[src/rtl/fsdp_pkg.sv]
package fsdp_pkg;

  // Register byte offsets
  localparam logic [7:0] REG_CTRL = 8'h00;
  localparam logic [7:0] REG_DATA_AI = 8'h04;
  localparam logic [7:0] REG_DATA_AQ = 8'h08;
  localparam logic [7:0] REG_DATA_BI = 8'h0C;
  localparam logic [7:0] REG_DATA_BQ = 8'h10;
  localparam logic [7:0] REG_FRAME_GO = 8'h14;
  localparam logic [7:0] REG_STATUS = 8'h18;
  localparam logic [7:0] REG_STAGE_LO = 8'h1C;
  localparam logic [7:0] REG_STAGE_HI = 8'h20;
  localparam logic [7:0] REG_READBACK = 8'h24;

  // Control field positions and reset value
  localparam int CTRL_WL_LSB = 0;
  localparam int CTRL_DIV_BIT = 2;
  localparam int CTRL_SDIV_LSB = 3;
  localparam logic [31:0] CTRL_RESET = 32'h0000_0000;
  localparam logic [31:0] DATA_RESET = 32'h0000_0000;

  // Word length codes, last bit index and read limits
  localparam logic [1:0] WL_16 = 2'h0;
  localparam logic [1:0] WL_24 = 2'h1;
  localparam logic [1:0] WL_32 = 2'h2;
  localparam logic [5:0] WL_LAST_16 = 6'h0F;
  localparam logic [5:0] WL_LAST_24 = 6'h17;
  localparam logic [5:0] WL_LAST_32 = 6'h1F;
  localparam logic [2:0] RD_MAX_16 = 3'h2;
  localparam logic [2:0] RD_MAX_24 = 3'h3;
  localparam logic [2:0] RD_MAX_32 = 3'h4;

  // Command word layout
  localparam int CMD_READ_BIT = 15;
  localparam int CMD_WRITE_BIT = 14;
  localparam int CMD_ADDR_LSB = 8;
  localparam logic [5:0] CMD_BIT_READ = 6'h00;
  localparam logic [5:0] CMD_BIT_WRITE = 6'h01;
  localparam logic [5:0] CMD_BIT_LAST = 6'h0F;

  // I/Q words per frame
  localparam logic [2:0] IQ_WORDS_SINGLE = 3'h2;
  localparam logic [2:0] IQ_WORDS_DIV = 3'h4;

  // Serial clock limit and least half period in pclk cycles
  localparam int PCLK_KHZ = 200000;
  localparam int SCLK_MAX_KHZ = 32500;
  localparam int HALF_MIN_INT =
    (PCLK_KHZ + 2 * SCLK_MAX_KHZ - 1) / (2 * SCLK_MAX_KHZ);
  localparam logic [3:0] HALF_MIN = 4'(HALF_MIN_INT);

  // Strap capture delay after reset release
  localparam logic [1:0] STRAP_WAIT = 2'h2;

endpackage : fsdp_pkg

[src/rtl/fsdp_serial_port.sv]
// Summary of operation
// - Read flag returns addressed byte in readback
// - Reads fill readback lanes from MSB down
// - At most four reads per frame
// - Read limit two, three, four by length
// - Lanes C, D absent for short words
// - Any read forces readback word appended
// - Frame order AI AQ then BI BQ
// - Append pin forces readback every frame
// - Append pin, no read: zero word, late frame end
// - Read ignores command low data byte
// - One command per output I/Q word
// - Port select strap latched at reset release
// - Master select: own or external clocks
// - Sample input falling, outputs change rising
// - Frame sync sampled falling, shift next rising
// - Serial clock at most 32.5 MHz
// - First bit is AI MSB, then shift
// - Last bit belongs to final Q word, or to readback word when appended
// - Serial output released outside time slot
// - Frame sync ignored during active slot
// - Master frame sync one cycle before slot
// - Command: read, write, address, data byte
// - Write command stores byte to staging
// - Word length codes 16, 24, 32 bits
// - Frame end high during last bit
//
// The register offsets and the APB interface to the registers were left to the implementer.
`timescale 1ns/1ps

module fsdp_serial_port (
  input wire logic pclk,
  input wire logic presetn,
  input wire logic [7:0] paddr,
  input wire logic psel,
  input wire logic penable,
  input wire logic pwrite,
  input wire logic [31:0] pwdata,
  input wire logic [3:0] pstrb,
  output logic [31:0] prdata,
  output logic pready,
  output logic pslverr,
  input wire logic port_select_strap,
  input wire logic clock_master_select,
  input wire logic readback_append,
  input wire logic command_serial_in,
  output logic sample_serial_out,
  output logic sample_serial_out_oe_n,
  input wire logic serial_clock_in,
  output logic serial_clock_out,
  output logic serial_clock_oe_n,
  input wire logic frame_sync_strobe_in,
  output logic frame_sync_strobe_out,
  output logic frame_sync_strobe_oe_n,
  output logic frame_end_strobe
);

  function automatic logic [31:0] fsdp_merge(input logic [31:0] old,
    input logic [31:0] wd, input logic [3:0] st);
    logic [31:0] res;
    res = old;
    for (int i = 0; i < 4; i++) begin
      if (st[i]) begin
        res[8*i +: 8] = wd[8*i +: 8];
      end
    end
    return res;
  endfunction : fsdp_merge

  //////////////////////////////////////////////////////////////////////////
  // Input synchronisers
  logic [5:0] async_in;
  logic [5:0] sync1;
  logic [5:0] sync2;
  logic strap_s, master_s, append_s, sdi_s, sclk_s, fs_s;

  assign async_in = {port_select_strap, clock_master_select, readback_append,
                     command_serial_in, serial_clock_in, frame_sync_strobe_in};

  always_ff @(posedge pclk or negedge presetn) begin
    if (!presetn) begin
      sync1 <= 6'h00;
      sync2 <= 6'h00;
    end else begin
      sync1 <= async_in;
      sync2 <= sync1;
    end
  end

  assign {strap_s, master_s, append_s, sdi_s, sclk_s, fs_s} = sync2;

  //////////////////////////////////////////////////////////////////////////
  // Strap capture after reset release
  logic [1:0] strap_cnt;
  logic strap_done, parallel_sel, serial_en;

  always_ff @(posedge pclk or negedge presetn) begin
    if (!presetn) begin
      strap_cnt <= 2'h0;
      strap_done <= 1'b0;
      parallel_sel <= 1'b0;
    end else if (!strap_done) begin
      if (strap_cnt == fsdp_pkg::STRAP_WAIT) begin
        strap_done <= 1'b1;
        parallel_sel <= strap_s;
      end else begin
        strap_cnt <= strap_cnt + 2'h1;
      end
    end
  end

  assign serial_en = strap_done && !parallel_sel;

  //////////////////////////////////////////////////////////////////////////
  // APB registers
  logic [31:0] ctrl, rd_mux, readback_last;
  logic [31:0] iq_word [4];
  logic pending, wr_en, go_wr, fs_issue, mapped, active, armed;
  logic [7:0] frame_cnt;
  logic [2:0] rd_cnt;
  logic [7:0] stage [8];

  assign wr_en = psel && penable && pwrite;
  assign go_wr = wr_en && paddr == fsdp_pkg::REG_FRAME_GO && pstrb[0]
                 && pwdata[0];
  assign pready = 1'b1;
  assign pslverr = psel && penable && !mapped;

  always_comb begin
    mapped = 1'b1;
    rd_mux = 32'h0000_0000;
    case (paddr)
      fsdp_pkg::REG_CTRL: rd_mux = ctrl;
      fsdp_pkg::REG_DATA_AI: rd_mux = iq_word[0];
      fsdp_pkg::REG_DATA_AQ: rd_mux = iq_word[1];
      fsdp_pkg::REG_DATA_BI: rd_mux = iq_word[2];
      fsdp_pkg::REG_DATA_BQ: rd_mux = iq_word[3];
      fsdp_pkg::REG_FRAME_GO: rd_mux = {31'h0000_0000, pending};
      fsdp_pkg::REG_STATUS: rd_mux = {16'h0000, frame_cnt, 1'b0, rd_cnt,
                                      serial_en, armed, pending, active};
      fsdp_pkg::REG_STAGE_LO: rd_mux = {stage[3], stage[2], stage[1], stage[0]};
      fsdp_pkg::REG_STAGE_HI: rd_mux = {stage[7], stage[6], stage[5], stage[4]};
      fsdp_pkg::REG_READBACK: rd_mux = readback_last;
      default: mapped = 1'b0;
    endcase
  end

  always_ff @(posedge pclk or negedge presetn) begin
    if (!presetn) begin
      prdata <= 32'h0000_0000;
    end else if (psel && !penable && !pwrite) begin
      prdata <= rd_mux;
    end
  end

  always_ff @(posedge pclk or negedge presetn) begin
    if (!presetn) begin
      ctrl <= fsdp_pkg::CTRL_RESET;
      for (int i = 0; i < 4; i++) begin
        iq_word[i] <= fsdp_pkg::DATA_RESET;
      end
    end else if (wr_en) begin
      case (paddr)
        fsdp_pkg::REG_CTRL: ctrl <= fsdp_merge(ctrl, pwdata, pstrb);
        fsdp_pkg::REG_DATA_AI: iq_word[0] <= fsdp_merge(iq_word[0], pwdata, pstrb);
        fsdp_pkg::REG_DATA_AQ: iq_word[1] <= fsdp_merge(iq_word[1], pwdata, pstrb);
        fsdp_pkg::REG_DATA_BI: iq_word[2] <= fsdp_merge(iq_word[2], pwdata, pstrb);
        fsdp_pkg::REG_DATA_BQ: iq_word[3] <= fsdp_merge(iq_word[3], pwdata, pstrb);
        default: ;
      endcase
    end
  end

  // Frame request: a new request wins over the clear
  always_ff @(posedge pclk or negedge presetn) begin
    if (!presetn) begin
      pending <= 1'b0;
    end else if (go_wr) begin
      pending <= 1'b1;
    end else if (fs_issue) begin
      pending <= 1'b0;
    end
  end

  //////////////////////////////////////////////////////////////////////////
  // Serial clock: own divider or sampled external clock
  logic [3:0] sdiv, half, div_cnt;
  logic master_mode, div_tick, sclk_prev, sclk_rise, sclk_fall;

  assign master_mode = master_s && serial_en;
  assign sdiv = ctrl[fsdp_pkg::CTRL_SDIV_LSB +: 4];
  assign half = (sdiv < fsdp_pkg::HALF_MIN) ? fsdp_pkg::HALF_MIN : sdiv;
  assign div_tick = div_cnt == half - 4'h1;

  always_ff @(posedge pclk or negedge presetn) begin
    if (!presetn) begin
      div_cnt <= 4'h0;
      serial_clock_out <= 1'b0;
    end else if (!master_mode) begin
      div_cnt <= 4'h0;
      serial_clock_out <= 1'b0;
    end else if (div_tick) begin
      div_cnt <= 4'h0;
      serial_clock_out <= ~serial_clock_out;
    end else begin
      div_cnt <= div_cnt + 4'h1;
    end
  end

  always_ff @(posedge pclk or negedge presetn) begin
    if (!presetn) begin
      sclk_prev <= 1'b0;
    end else begin
      sclk_prev <= sclk_s;
    end
  end

  always_comb begin
    if (master_mode) begin
      sclk_rise = div_tick && !serial_clock_out;
      sclk_fall = div_tick && serial_clock_out;
    end else begin
      sclk_rise = serial_en && sclk_s && !sclk_prev;
      sclk_fall = serial_en && !sclk_s && sclk_prev;
    end
  end

  assign serial_clock_oe_n = !master_mode;
  assign frame_sync_strobe_oe_n = !master_mode;

  //////////////////////////////////////////////////////////////////////////
  // Master frame sync
  assign fs_issue = sclk_rise && master_mode && pending && !active && !armed;

  always_ff @(posedge pclk or negedge presetn) begin
    if (!presetn) begin
      frame_sync_strobe_out <= 1'b0;
    end else if (!master_mode) begin
      frame_sync_strobe_out <= 1'b0;
    end else if (sclk_rise) begin
      frame_sync_strobe_out <= fs_issue;
    end
  end

  //////////////////////////////////////////////////////////////////////////
  // Frame shifter
  logic [1:0] wl_q;
  logic [5:0] wl_last, bit_cnt;
  logic [2:0] rd_max, iq_words, word_idx, next_idx;
  logic [31:0] shreg, rb, next_word;
  logic div_q, cur_rd, cur_wr, rb_want, last_word, fs_val;

  always_comb begin
    case (wl_q)
      fsdp_pkg::WL_16: begin
        wl_last = fsdp_pkg::WL_LAST_16;
        rd_max = fsdp_pkg::RD_MAX_16;
      end
      fsdp_pkg::WL_24: begin
        wl_last = fsdp_pkg::WL_LAST_24;
        rd_max = fsdp_pkg::RD_MAX_24;
      end
      default: begin
        wl_last = fsdp_pkg::WL_LAST_32;
        rd_max = fsdp_pkg::RD_MAX_32;
      end
    endcase
  end

  assign iq_words = div_q ? fsdp_pkg::IQ_WORDS_DIV
                          : fsdp_pkg::IQ_WORDS_SINGLE;
  assign rb_want = append_s || rd_cnt != 3'h0 || (cur_rd && !cur_wr);
  assign last_word = (word_idx == iq_words - 3'h1 && !rb_want)
                     || word_idx == iq_words;
  assign next_idx = word_idx + 3'h1;
  assign next_word = (next_idx == iq_words) ? rb : iq_word[next_idx[1:0]];
  assign fs_val = master_mode ? frame_sync_strobe_out : fs_s;

  always_ff @(posedge pclk or negedge presetn) begin
    if (!presetn) begin
      armed <= 1'b0;
      active <= 1'b0;
      wl_q <= fsdp_pkg::WL_16;
      div_q <= 1'b0;
      word_idx <= 3'h0;
      bit_cnt <= 6'h00;
      shreg <= 32'h0000_0000;
      sample_serial_out <= 1'b0;
      sample_serial_out_oe_n <= 1'b1;
      frame_end_strobe <= 1'b0;
      frame_cnt <= 8'h00;
      readback_last <= 32'h0000_0000;
    end else if (!serial_en) begin
      armed <= 1'b0;
      active <= 1'b0;
      sample_serial_out_oe_n <= 1'b1;
      frame_end_strobe <= 1'b0;
    end else if (sclk_fall) begin
      if (!active && fs_val) begin
        armed <= 1'b1;
      end
    end else if (sclk_rise) begin
      frame_end_strobe <= 1'b0;
      if (armed) begin
        armed <= 1'b0;
        active <= 1'b1;
        wl_q <= ctrl[fsdp_pkg::CTRL_WL_LSB +: 2];
        div_q <= ctrl[fsdp_pkg::CTRL_DIV_BIT];
        word_idx <= 3'h0;
        bit_cnt <= 6'h00;
        shreg <= {iq_word[0][30:0], 1'b0};
        sample_serial_out <= iq_word[0][31];
        sample_serial_out_oe_n <= 1'b0;
        frame_cnt <= frame_cnt + 8'h01;
      end else if (active) begin
        if (bit_cnt == wl_last) begin
          if (last_word) begin
            active <= 1'b0;
            sample_serial_out <= 1'b0;
            sample_serial_out_oe_n <= 1'b1;
          end else begin
            word_idx <= next_idx;
            bit_cnt <= 6'h00;
            shreg <= {next_word[30:0], 1'b0};
            sample_serial_out <= next_word[31];
            if (next_idx == iq_words) begin
              readback_last <= rb;
            end
          end
        end else begin
          bit_cnt <= bit_cnt + 6'h01;
          shreg <= {shreg[30:0], 1'b0};
          sample_serial_out <= shreg[31];
          frame_end_strobe <= (bit_cnt + 6'h01 == wl_last) && last_word;
        end
      end
    end
  end

  //////////////////////////////////////////////////////////////////////////
  // Command capture and readback assembly
  logic [14:0] cmd_sh;
  logic [15:0] cmd;
  logic [2:0] cmd_addr;

  assign cmd = {cmd_sh, sdi_s};
  assign cmd_addr = cmd[fsdp_pkg::CMD_ADDR_LSB +: 3];

  always_ff @(posedge pclk or negedge presetn) begin
    if (!presetn) begin
      cmd_sh <= 15'h0000;
      cur_rd <= 1'b0;
      cur_wr <= 1'b0;
      rd_cnt <= 3'h0;
      rb <= 32'h0000_0000;
      for (int i = 0; i < 8; i++) begin
        stage[i] <= 8'h00;
      end
    end else if (sclk_rise && armed && serial_en) begin
      rd_cnt <= 3'h0;
      rb <= 32'h0000_0000;
      cur_rd <= 1'b0;
      cur_wr <= 1'b0;
    end else if (sclk_fall && active && word_idx < iq_words) begin
      if (bit_cnt <= fsdp_pkg::CMD_BIT_LAST) begin
        cmd_sh <= {cmd_sh[13:0], sdi_s};
      end
      if (bit_cnt == fsdp_pkg::CMD_BIT_READ) begin
        cur_rd <= sdi_s;
      end
      if (bit_cnt == fsdp_pkg::CMD_BIT_WRITE) begin
        cur_wr <= sdi_s;
      end
      if (bit_cnt == fsdp_pkg::CMD_BIT_LAST) begin
        if (cmd[fsdp_pkg::CMD_READ_BIT] && !cmd[fsdp_pkg::CMD_WRITE_BIT]) begin
          if (rd_cnt < rd_max) begin
            rd_cnt <= rd_cnt + 3'h1;
            case (rd_cnt)
              3'h0: rb[31:24] <= stage[cmd_addr];
              3'h1: rb[23:16] <= stage[cmd_addr];
              3'h2: rb[15:8] <= stage[cmd_addr];
              default: rb[7:0] <= stage[cmd_addr];
            endcase
          end
        end else if (cmd[fsdp_pkg::CMD_WRITE_BIT]
                     && !cmd[fsdp_pkg::CMD_READ_BIT]) begin
          stage[cmd_addr] <= cmd[7:0];
        end
        // Both flags set: no access
      end
    end
  end

endmodule : fsdp_serial_port

[config.mk]
export PLATFORM = sky130hd
export DESIGN_NAME = fsdp_serial_port
export DESIGN_NICKNAME = d
export VERILOG_FILES = /design/src/rtl/fsdp_pkg.sv /design/src/rtl/fsdp_serial_port.sv
export SDC_FILE = /design/constraint.sdc
export NUM_CORES = 1
export LEC_CHECK = 0
export ABC_AREA = 1
export BUFFER_PORTS_ARGS = -buffer_cell sky130_fd_sc_hd__buf_4
export CORE_MARGIN = 3
export CORE_UTILIZATION = 30
export CTS_CLUSTER_DIAMETER = 200
export CTS_CLUSTER_SIZE = 24
export DETAILED_ROUTE_END_ITERATION = 7
export HOLD_SLACK_MARGIN = 0.12
export PLACE_DENSITY = 0.45
export SLEW_MARGIN = 30
export SYNTH_ARGS = -nofsm -noshare
export SYNTH_HDL_FRONTEND = slang
export SYNTH_SLANG_ARGS = --single-unit
[constraint.sdc]
create_clock -name pclk -period 4.4 [get_ports pclk]
set_clock_uncertainty 0.2 [all_clocks]
set_input_delay 0 -clock pclk [delete_from_list [all_inputs] [get_ports pclk]]
set_output_delay 0 -clock pclk [all_outputs]
set_load 0.05 [all_outputs]
==> qor.yml, run 1 <==
synthesis:
  synth_compound_gate_area_share: 0.170
  synthMuxAreaShare: 0
  synth_fa_ha_area_frac: 0.0101
  synthTopCellsByArea: "dfrtp_1, nand2_1, o21ai_0"
  post-synth-top-count-cell: "nand2_1"
  async_flop_share: 1.00
  synth_xor_area_frac: 0.00665
  synth-edff-count: 0
  avgSynthCellArea_sq_um: 7.64
  synth_fp_nets: 2830
  synth_top_area_share: 0.498
  synth_simple_gate_area_frac: 0.241
  seq_area_frac_synth: 0.499
  synth_seq_cells: 420
  synth_area_leader_cell: "dfrtp_1"
  ys_warn_count: 0
  synth_common_cells: "nand2_1, o21ai_0, dfrtp_1, inv_1, nand3_1"
  ys.flop_type: "dfrtp_1"
  synth.cell_area_sq_um: 21100
  ys_types: 46
  synthCells: 2758
  synth_top_family_by_area: "simple AND/OR/NAND/NOR gates"
sta:
  tightest_slew_ns: 0.978
  setup_violations: 0
  period_needed_ns: 3.82
  slew_viol_final: 0
  fin_crit_sh: 0.869
  rsz0062_at_grt: "false"
  setup_tns_ns: 0
  max_slew_margin: 0.348
  finalHoldViolCount: 0
  fmax_mhz: 262
global_routing:
  grt_pass1_wl_um: 119000
  gr-total-overflow: 0
  grt_pass1_vias: 18600
  grt_start_max_net_pins: 129
  antenna_found_initial: 2
  grt_usage: 0.208
setup_path:
  reg2reg_from: "ctrl[6]$_DFFE_PN0P_"
  critPathBufInv: 7
  crit_type: "input pin to flop"
  cp-startpoint: "paddr[1]"
  cp.required_ns: 4.66
  path_delay_family: "buffers and inverters"
  startpoint_type: "input pin"
  slowest_stage: "dlygate4sd3_1"
  crit_fanout: 17
  crit_path_end_kind: "flop"
  crit_chain: "dlygate4sd3_1 > buf_4 > inv_1 > nand2_1 > nor2_1 > dlygate4sd3_1 > nand2_1 > dlygate4sd3_1 > nor2_2 > buf_4 > nand2_1 > nand2_1 > o21ai_0 > dlygate4sd3_1"
  crit_arrival_ns: 4.08
  slowest_delay_ns: 0.58
detailed_routing:
  drcViolationCount: 0
  wl_per_cell_um: 20.3
  first_pass_iters: 6
  dr_total_vias: 19200
  vias_per_cell: 5.03
  final_antenna_net_count: 0
  routed_wl_um: 77300
  drt_iter0_markers: 1817
cells_and_area:
  diodes: 0
  nNetsFinal: 2949
  drive_above_1_share: 0.0714
  area.growth.synth_to_final_pct: 16.0
floorplan:
  start_util: 0.305
  fp.dieW_um: 271
  die_area_sq_um: 73400
  boundaryPins: 96
  core_area_sq_um: 69100
  die_h_um: 271
  rows: 96
clock_tree:
  numCtsBuffers: 21
  cts_resized: 0
  cts_tree: "yes"
  clock_sinks: 420
  clockBufferDepth: 3
  ctsRootBufferMaster: "clkbuf_16"
  clkTransAtPathRegs_ns: 0.10
  h-tree-depth: 1
  clk_latency_ns: 0.59
placement:
  dp_hpwl_um: 52400
  port_buffers: 94
  gp_congestion: 0.841
power_and_ir_drop:
  p_leak_uw: 0.0120
  finalPower_uw: 6660
  p_comb_frac: 0.070
  worst_ir_drop_vdd_mv: 0.242
  pwr-share-clk: 0.341
  p_sw_uw: 1710
  power_report.internal_total_uw: 4950
  sw_frac_of_total: 0.256
  seqPwrFrac: 0.589
  p_per_area_nw_per_um2: 273
run:
  drv_cap: 0
hold_path:
  hp-start: "sync1[5]$_DFF_PN0_"
  hp-class: "flop to flop"
run_status:
  status: "finished clean"
[power groups by stage]
stage / Sequential, uW / Combinational, uW / Clock, uW
final: 3930 / 464 / 2270
after global routing: 3930 / 520 / 2480
after CTS: 3930 / 471 / 2350
after detailed placement: 4000 / 402 / 0
after global placement: 4000 / 399 / 0
after floorplan: 3990 / 181 / 0
[metal layers]
metal	track usage	wire length (um)
met1	0.305	36400
met5	0	23
met2	0.326	34700
met3	0.0281	4570
met4	0.0467	1550
[sequential cells by signal, indices dropped and copies added (netlist names), 4 cells and up]
name and cells:
frame_cnt 8, prdata 32, ctrl 32, shreg 31
cmd_sh 15, sync1 6, bit_cnt 6, iq_word 128
rb 32, div_cnt 4, stage 64, readback_last 32
sync2 6
[metrics by stage]
stage	setup WS, ns	util	area [sq um]	instances	hold slack (ns)
after global placement	1.21	0.330	22800	3683	-0.210
after detailed placement	1.10	0.330	22800	3683	-0.206
after CTS	0.647	0.353	24400	3815	0.122
final	0.578	0.354	24400	3816	0.144
after global routing	0.400	0.354	24400	3816	0.145
after floorplan	1.89	-	21100	2758	-0.496
[what timing repair did]
action	in CTS	in global routing
hold buffers	101	0
setup buffers	0	0
hold endpoints to repair	619	0
[cell type report]
cell class                      count  area, sq um
Fill cell                        7283        44600
Sequential cell                   420        10500
Multi-Input combinational cell   1940         9070
Timing Repair Buffer              240         2150
Tap cell                          931         1160
Inverter                          254          953
Clock buffer                       29          556
Clock inverter                      2         25.0
[final timing paths]
path                                           to  slack (ns)  depth (start not counted)
max                          ctrl[23]$_DFFE_PN0P_        0.58                         14
min                            sync2[5]$_DFF_PN0_        0.14                          0
max reg2reg                 stage[13]$_DFFE_PN0P_        1.07                         16
min reg2reg                    sync2[5]$_DFF_PN0_        0.14                          0
max in group asynchronous  prdata[19]$_DFFE_PN0P_        2.75                          4
min in group asynchronous  iq_word[9]$_DFFE_PN0P_        0.39                          4
[placed cells by master (no fill, tap or decap), types with 2 or more instances in the layout]
master and count:
nor2_4 2, buf_4 133, nand2_2 3, nand4_1 10, dlygate4sd3_1 100, o21ai_0 442, buf_16 2, nor2_1 105
o22a_1 2, a21oi_1 126, nand3b_1 8, clkbuf_16 21, o21ai_1 5, xnor2_1 4, buf_12 4, nor3_1 15
nor2_8 6, nand3_1 148, inv_1 248, a22o_1 3, nand3_2 5, inv_2 6, o211ai_1 39, a211oi_1 4
o22ai_1 40, nand2_1 915, nor2_2 11, ha_1 17, clkbuf_1 8, xor2_1 12, dfrtp_1 418
[cell families after synthesis]
kind of cell | count (synthesis)
AND/OR/NAND/NOR | 1235
AO/OA/AOI/OAI | 671
flip-flops | 420
buffers and inverters | 398
adder cells (fa/ha/maj) | 17
XOR/XNOR | 16
other | 1
[worst reg2reg max path, cell delays in order, from the launching register on]
cell and delay [ns]:
dfrtp_1 0.46, inv_1 0.10, nand2_1 0.09, nand2_1 0.06, ha_1 0.31, nand2_1 0.06
inv_1 0.03, nor2_1 0.07, nand2_1 0.07, nor2_2 0.11, nand3_2 0.12, a21oi_4 0.37
nand3_4 0.35, buf_4 0.37, nor2_2 0.29, nand2_1 0.11, nand2_1 0.08
No activity file was read; power rests on OpenSTA's default activity.
==> inputs of run 2 (changes only) <==
Settings changed: CELL_PAD_IN_SITES_DETAIL_PLACEMENT set to 1, CELL_PAD_IN_SITES_GLOBAL_PLACEMENT set to 1, HOLD_SLACK_MARGIN 0.12 to unset, PLACE_DENSITY 0.45 to 0.56.
==> run 2 against run 1 <==
Net effect:
- count of clock-buffer cells in the layout is the same
- largest cell class unchanged
- combinational power decreased by 2%
- critical path type is now flop to flop
- clock power barely moved
- power is essentially flat
- cell area is 1.2% lower
- routed wire length increased by 7.1%
- hold slack worse by 0.10 ns
==> qor.yml, run 2 (synthesis results as in run 1) <==
cells_and_area:
  largest_reg_flops: 128  # unchanged
  area.growth.synth_to_final_pct: 14.5
  drive_above_1_share: 0.0746  # +0.00320
  final_cell_mix: "nand2_1, o21ai_0, dfrtp_1"
  regMostFlops: "iq_word"
  nNetsFinal: 2919  # -1.0%
  biggestRegsByFlops: "iq_word x128, stage x64"
  finish.utilization: 0.349  # -0.00438
  layout_commonest_cell: "nand2_1"
  diodes: 0  # unchanged
  fin_cells: 3786  # -0.79%
global_routing:
  grt_pass1_wl_um: 128000  # +7.9%
  grt_start_max_net_pins: 97  # -25%
  grt_pass1_vias: 19800  # +6.5%
  grt_usage: 0.224  # +0.0159
  antenna_found_initial: 0  # -2
  gr-total-overflow: 0  # unchanged
setup_path:
  path_delay_family: "simple AND/OR/NAND/NOR gates"
  crit_fanout: 62  # +45
  slowest_delay_ns: 0.64  # +0.06 ns
  cp.required_ns: 4.65  # about the same
  crit_type: "flop to flop"
  startpoint_type: "flop"
  crit_chain: "inv_1 > nand2_1 > nand2_1 > ha_1 > nand2_1 > inv_1 > nor2_1 > nand2_1 > nor2_2 > nand3_2 > a21oi_4 > nand3_4 > buf_4 > o21ai_0 > nand2_1"
  crit_path_end_kind: "flop"
  path_common_cell: "nand2_1"
  slowest_stage: "nand3_4"
  crit_arrival_ns: 3.89  # -0.19 ns
  critPathBufInv: 3  # -4
floorplan:
  start_util: 0.305  # unchanged
  core_area_sq_um: 69100  # unchanged
  boundaryPins: 96  # unchanged
  die_area_sq_um: 73400  # unchanged
  fp.dieW_um: 271  # unchanged
  rows: 96  # unchanged
  die_h_um: 271  # unchanged
sta:
  rsz0062_at_grt: "false"
  setup_violations: 0  # unchanged
  fin_crit_sh: 0.827  # -0.0415
  finalHoldViolCount: 0  # unchanged
  max_slew_margin: 0.354  # +0.00584
  setup_slack_ns: 0.760  # +0.183 ns
  slew_viol_final: 0  # unchanged
  fmax_mhz: 275  # +5.0%
  period_needed_ns: 3.64  # -0.183 ns
  tightest_slew_ns: 0.970  # -0.00876 ns
  setup_tns_ns: 0  # unchanged
placement:
  dp_slack_ns: 0.816  # -0.286 ns
  dp_hpwl_um: 57800  # +10%
  port_buffers: 94  # unchanged
  gp_congestion: 0.857  # +2.0%
  placedCellCount: 3691  # +0.22%
clock_tree:
  ctsRootBufferMaster: "clkbuf_16"
  clockBufferDepth: 3  # unchanged
  cts_tree: "yes"
  h-tree-depth: 1  # unchanged
  clkTransAtPathRegs_ns: 0.12  # +0.02 ns
  clock_sinks: 420  # unchanged
  clk_latency_ns: 0.59  # about the same
  numCtsBuffers: 21  # unchanged
detailed_routing:
  drt_iter0_markers: 1325  # -27%
  dr_total_vias: 19400  # +0.87%
  drcViolationCount: 0  # unchanged
  routed_wl_um: 82800  # +7.1%
  first_pass_iters: 5  # -1
  vias_per_cell: 5.11  # +1.7%
  final_antenna_net_count: 0  # unchanged
  wl_per_cell_um: 21.9  # +7.9%
power_and_ir_drop:
  p_per_area_nw_per_um2: 276  # +1.3%
  finalPower_uw: 6660  # about the same
  worst_ir_drop_vdd_mv: 0.257  # +5.9%
  p_leak_uw: 0.0119  # -1.2%
run_status:
  status: "finished clean"
run:
  drv_cap: 0  # unchanged
hold_path:
  hp-class: "input pin to flop"
[run 2: cell count changes in the layout (fill, tap and decap cells not counted), sizes merged]
cell and delta:
dlygate4sd3 -37, buf +7
[run 2: layout make-up]
| cell class | count | area (sq um) |
|---|---|---|
| Fill cell | 8331 | 44900 |
| Sequential cell | 420 | 10500 |
| Multi-Input combinational cell | 1940 | 9070 |
| Timing Repair Buffer | 210 | 1840 |
| Tap cell | 931 | 1160 |
| Inverter | 254 | 953 |
| Clock buffer | 29 | 556 |
| Clock inverter | 2 | 25.0 |
[run 2: repair_timing]
action / CTS / global route
resized for setup: 0 / 0
setup buffers: 0 / 0
endpoints found under the hold margin: 532 / 0
setup endpoints to repair: 0 / 0
hold buffers: 64 / 0
[run 2: routing by layer]
metal  up-vias  share of wire  global-route usage
met5         -              0                   0
met4         0          0.016              0.0390
met3        74          0.036              0.0201
met2       345           0.44               0.349
met1      9834           0.51               0.340
li1       9108              -                   -
[run 2: tightest hold or removal path: cells and delay by family]
kind          cells  cell delay (ns)
simple gates      7             0.68
buf+inv           1             0.09
[run 2: worst paths after layout]
check                                          from  cells after the start  slack [ns]                      to
worst max-delay path            ctrl[6]$_DFFE_PN0P_                     15        0.76   stage[42]$_DFFE_PN0P_
worst min-delay path                       paddr[6]                      8        0.04  prdata[20]$_DFFE_PN0P_
worst max register to register  ctrl[6]$_DFFE_PN0P_                     15        0.76   stage[42]$_DFFE_PN0P_
worst min register to register   sync1[3]$_DFF_PN0_                      0        0.16      sync2[3]$_DFF_PN0_
max in group asynchronous                   presetn                      4        3.01   stage[27]$_DFFE_PN0P_
min in group asynchronous                   presetn                      4        0.45   prdata[7]$_DFFE_PN0P_
[run 2: power breakdown]
part | internal, uW | switching, uW | total (uW)
Sequential | 3890 | 30.8 | 3920
Clock | 900 | 1380 | 2280
Combinational | 145 | 310 | 455
[run 2: stage by stage]
step,area (sq um),hold slack [ns]
2_1_floorplan,21100,-0.496
3_3_place_gp,22900,-0.0905
4_1_cts,24100,0.00659
6_report,24100,0.0439
3_5_place_dp,22900,-0.0885
5_1_grt,24100,0.0944
==> inputs of run 3 (changes only) <==
Settings changed: PLACE_DENSITY 0.56 to 0.58.
Clock period 4.4 ns to 3.2 ns, I/O delays scaled along.
==> run 3 against run 2 <==
Net effect:
- critical path depth decreased by 2
- first-iteration DRC count shrank 2.6%
- power increased by 37%
- count of clock-buffer cells in the layout fell by 1
- register-to-register slack lost 0.45 ns
- highest routed layer unchanged
- flip-flop and latch count unchanged
- critical endpoint is now prdata[25]$_DFFE_PN0P_
==> qor.yml, run 3 (synthesis results as in run 1) <==
floorplan:
  core_area_sq_um: 69100  # unchanged
  die_h_um: 271  # unchanged
  rows: 96  # unchanged
  boundaryPins: 96  # unchanged
  die_area_sq_um: 73400  # unchanged
  start_util: 0.305  # unchanged
  fp.dieW_um: 271  # unchanged
cells_and_area:
  diodes: 0  # unchanged
  nNetsFinal: 2942  # +0.79%
  largest_reg_flops: 128  # unchanged
  final_cell_mix: "nand2_1, o21ai_0, dfrtp_1"
  area.growth.synth_to_final_pct: 15.5
  regMostFlops: "iq_word"
  fin_cells: 3807  # +0.55%
  biggestRegsByFlops: "iq_word x128, stage x64"
  drive_above_1_share: 0.0834  # +0.00884
  finish.utilization: 0.352  # +0.00303
  layout_commonest_cell: "nand2_1"
global_routing:
  grt_start_max_net_pins: 73  # -25%
  grt_usage: 0.224  # about the same
  grt_pass1_vias: 20100  # +1.2%
  antenna_found_initial: 1  # +1
  gr-total-overflow: 0  # unchanged
  grt_pass1_wl_um: 129000  # +0.45%
sta:
  setup_violations: 0  # unchanged
  tightest_slew_ns: 0.751  # -0.219 ns
  max_slew_margin: 0.499  # +0.145
  period_needed_ns: 2.93
  slew_viol_final: 0  # unchanged
  setup_tns_ns: 0  # unchanged
  fmax_mhz: 341
  holdWs_ns: 0.0345  # -0.00940 ns
  fin_crit_sh: 0.916
  finalHoldViolCount: 0  # unchanged
setup_path:
  cp.required_ns: 3.46  # -1.19 ns
  ff2ff_path_depth: 15  # unchanged
  slowest_delay_ns: 0.56  # -0.08 ns
  slowest_stage: "a21oi_1"
  crit_type: "input pin to flop"
  crit_chain: "dlygate4sd3_1 > buf_4 > nand3_1 > dlygate4sd3_1 > inv_1 > nand2_1 > inv_1 > buf_4 > buf_4 > a21oi_1 > nand2_1 > o21ai_0 > nand2_1"
  crit_path_end_kind: "flop"
  crit_fanout: 17  # -73%
  startpoint_type: "input pin"
  crit_arrival_ns: 3.20  # -0.69 ns
detailed_routing:
  first_pass_iters: 5  # unchanged
  dr_total_vias: 19500  # +0.59%
  routed_wl_um: 82700  # about the same
  wl_per_cell_um: 21.7  # -0.64%
  vias_per_cell: 5.12  # about the same
  final_antenna_net_count: 0  # unchanged
  drcViolationCount: 0  # unchanged
  drt_iter0_markers: 1291  # -2.6%
clock_tree:
  numCtsBuffers: 21  # unchanged
  clock_sinks: 420  # unchanged
  clk_latency_ns: 0.58  # about the same
  ctsRootBufferMaster: "clkbuf_16"
  cts_tree: "yes"
  h-tree-depth: 1  # unchanged
  clkTransAtPathRegs_ns: 0.11  # about the same
  clockBufferDepth: 3  # unchanged
placement:
  port_buffers: 94  # unchanged
  gp_congestion: 0.902  # +5.2%
  placedCellCount: 3714  # +0.62%
  dp_hpwl_um: 59200  # +2.3%
power_and_ir_drop:
  p_leak_uw: 0.0120  # +0.87%
  finalPower_uw: 9150  # +37%
  p_per_area_nw_per_um2: 376  # +36%
  worst_ir_drop_vdd_mv: 0.337  # +31%
hold_path:
  hold_path_depth: 9  # +1
  hp-class: "input pin to flop"
run_status:
  status: "finished clean"
run:
  drv_cap: 0  # unchanged
==> run 3: stage by stage <==
step | instance area (sq um) | worst slack, ns
final | 24300 | 0.268
after CTS | 24300 | 0.208
after global placement | 23100 | 0.273
after floorplan | 21100 | 0.688
after detailed placement | 23100 | 0.234
after global routing | 24300 | -0.00329
==> run 3: final timing paths <==
path / startpoint / to / slack [ns]
max in group asynchronous: presetn / iq_word[12]$_DFFE_PN0P_ / 1.80
min: paddr[2] / prdata[8]$_DFFE_PN0P_ / 0.03
max: paddr[4] / prdata[25]$_DFFE_PN0P_ / 0.27
min in group asynchronous: presetn / sample_serial_out_oe_n$_DFFE_PN1P_ / 0.45
min reg2reg: sync1[5]$_DFF_PN0_ / sync2[5]$_DFF_PN0_ / 0.16
max reg2reg: ctrl[6]$_DFFE_PN0P_ / rb[25]$_DFFE_PN0P_ / 0.31
==> run 3: cell type report <==
type | instances | area (sq um)
fill | 8346 | 44700
inverter | 254 | 961
clock inverter | 1 | 16.3
sequential | 420 | 10500
timing repair buffer | 233 | 2060
clock buffer | 28 | 552
tap | 931 | 1160
multi-input combinational | 1940 | 9060
==> run 3: timing repair <==
| item | CTS | global route |
|---|---|---|
| hold endpoints to repair | 543 | 0 |
| hold buffers | 59 | 0 |
| resized for setup | 0 | 5 |
| endpoints found under the setup margin | 0 | 24 |
| buffers inserted | 0 | 5 |
==> run 3: routing by layer <==
| metal | global-route usage | up-vias | wire length, um |
|---|---|---|---|
| met4 | 0.0410 | 0 | 1380 |
| met3 | 0.0173 | 76 | 2910 |
| met2 | 0.359 | 343 | 37500 |
| met5 | 0 | - | 0 |
| met1 | 0.333 | 9905 | 40900 |
| li1 | - | 9152 | - |
==> run 3: report_power, final <==
part           internal, uW  switching (uW)  total (uW)  leakage, uW
clock                  1230            1890        3110     0.000274
sequential             5350            44.9        5400      0.00581
combinational           212             426         638      0.00589
total                  6790            2360        9150       0.0120
==> run 3: critical path, delay by kind of cell <==
family | cells | cell delay (ns)
buffers and inverters | 7 | 2.11
AOI/OAI and AO/OA | 2 | 0.73
and+or+nand+nor | 4 | 0.34
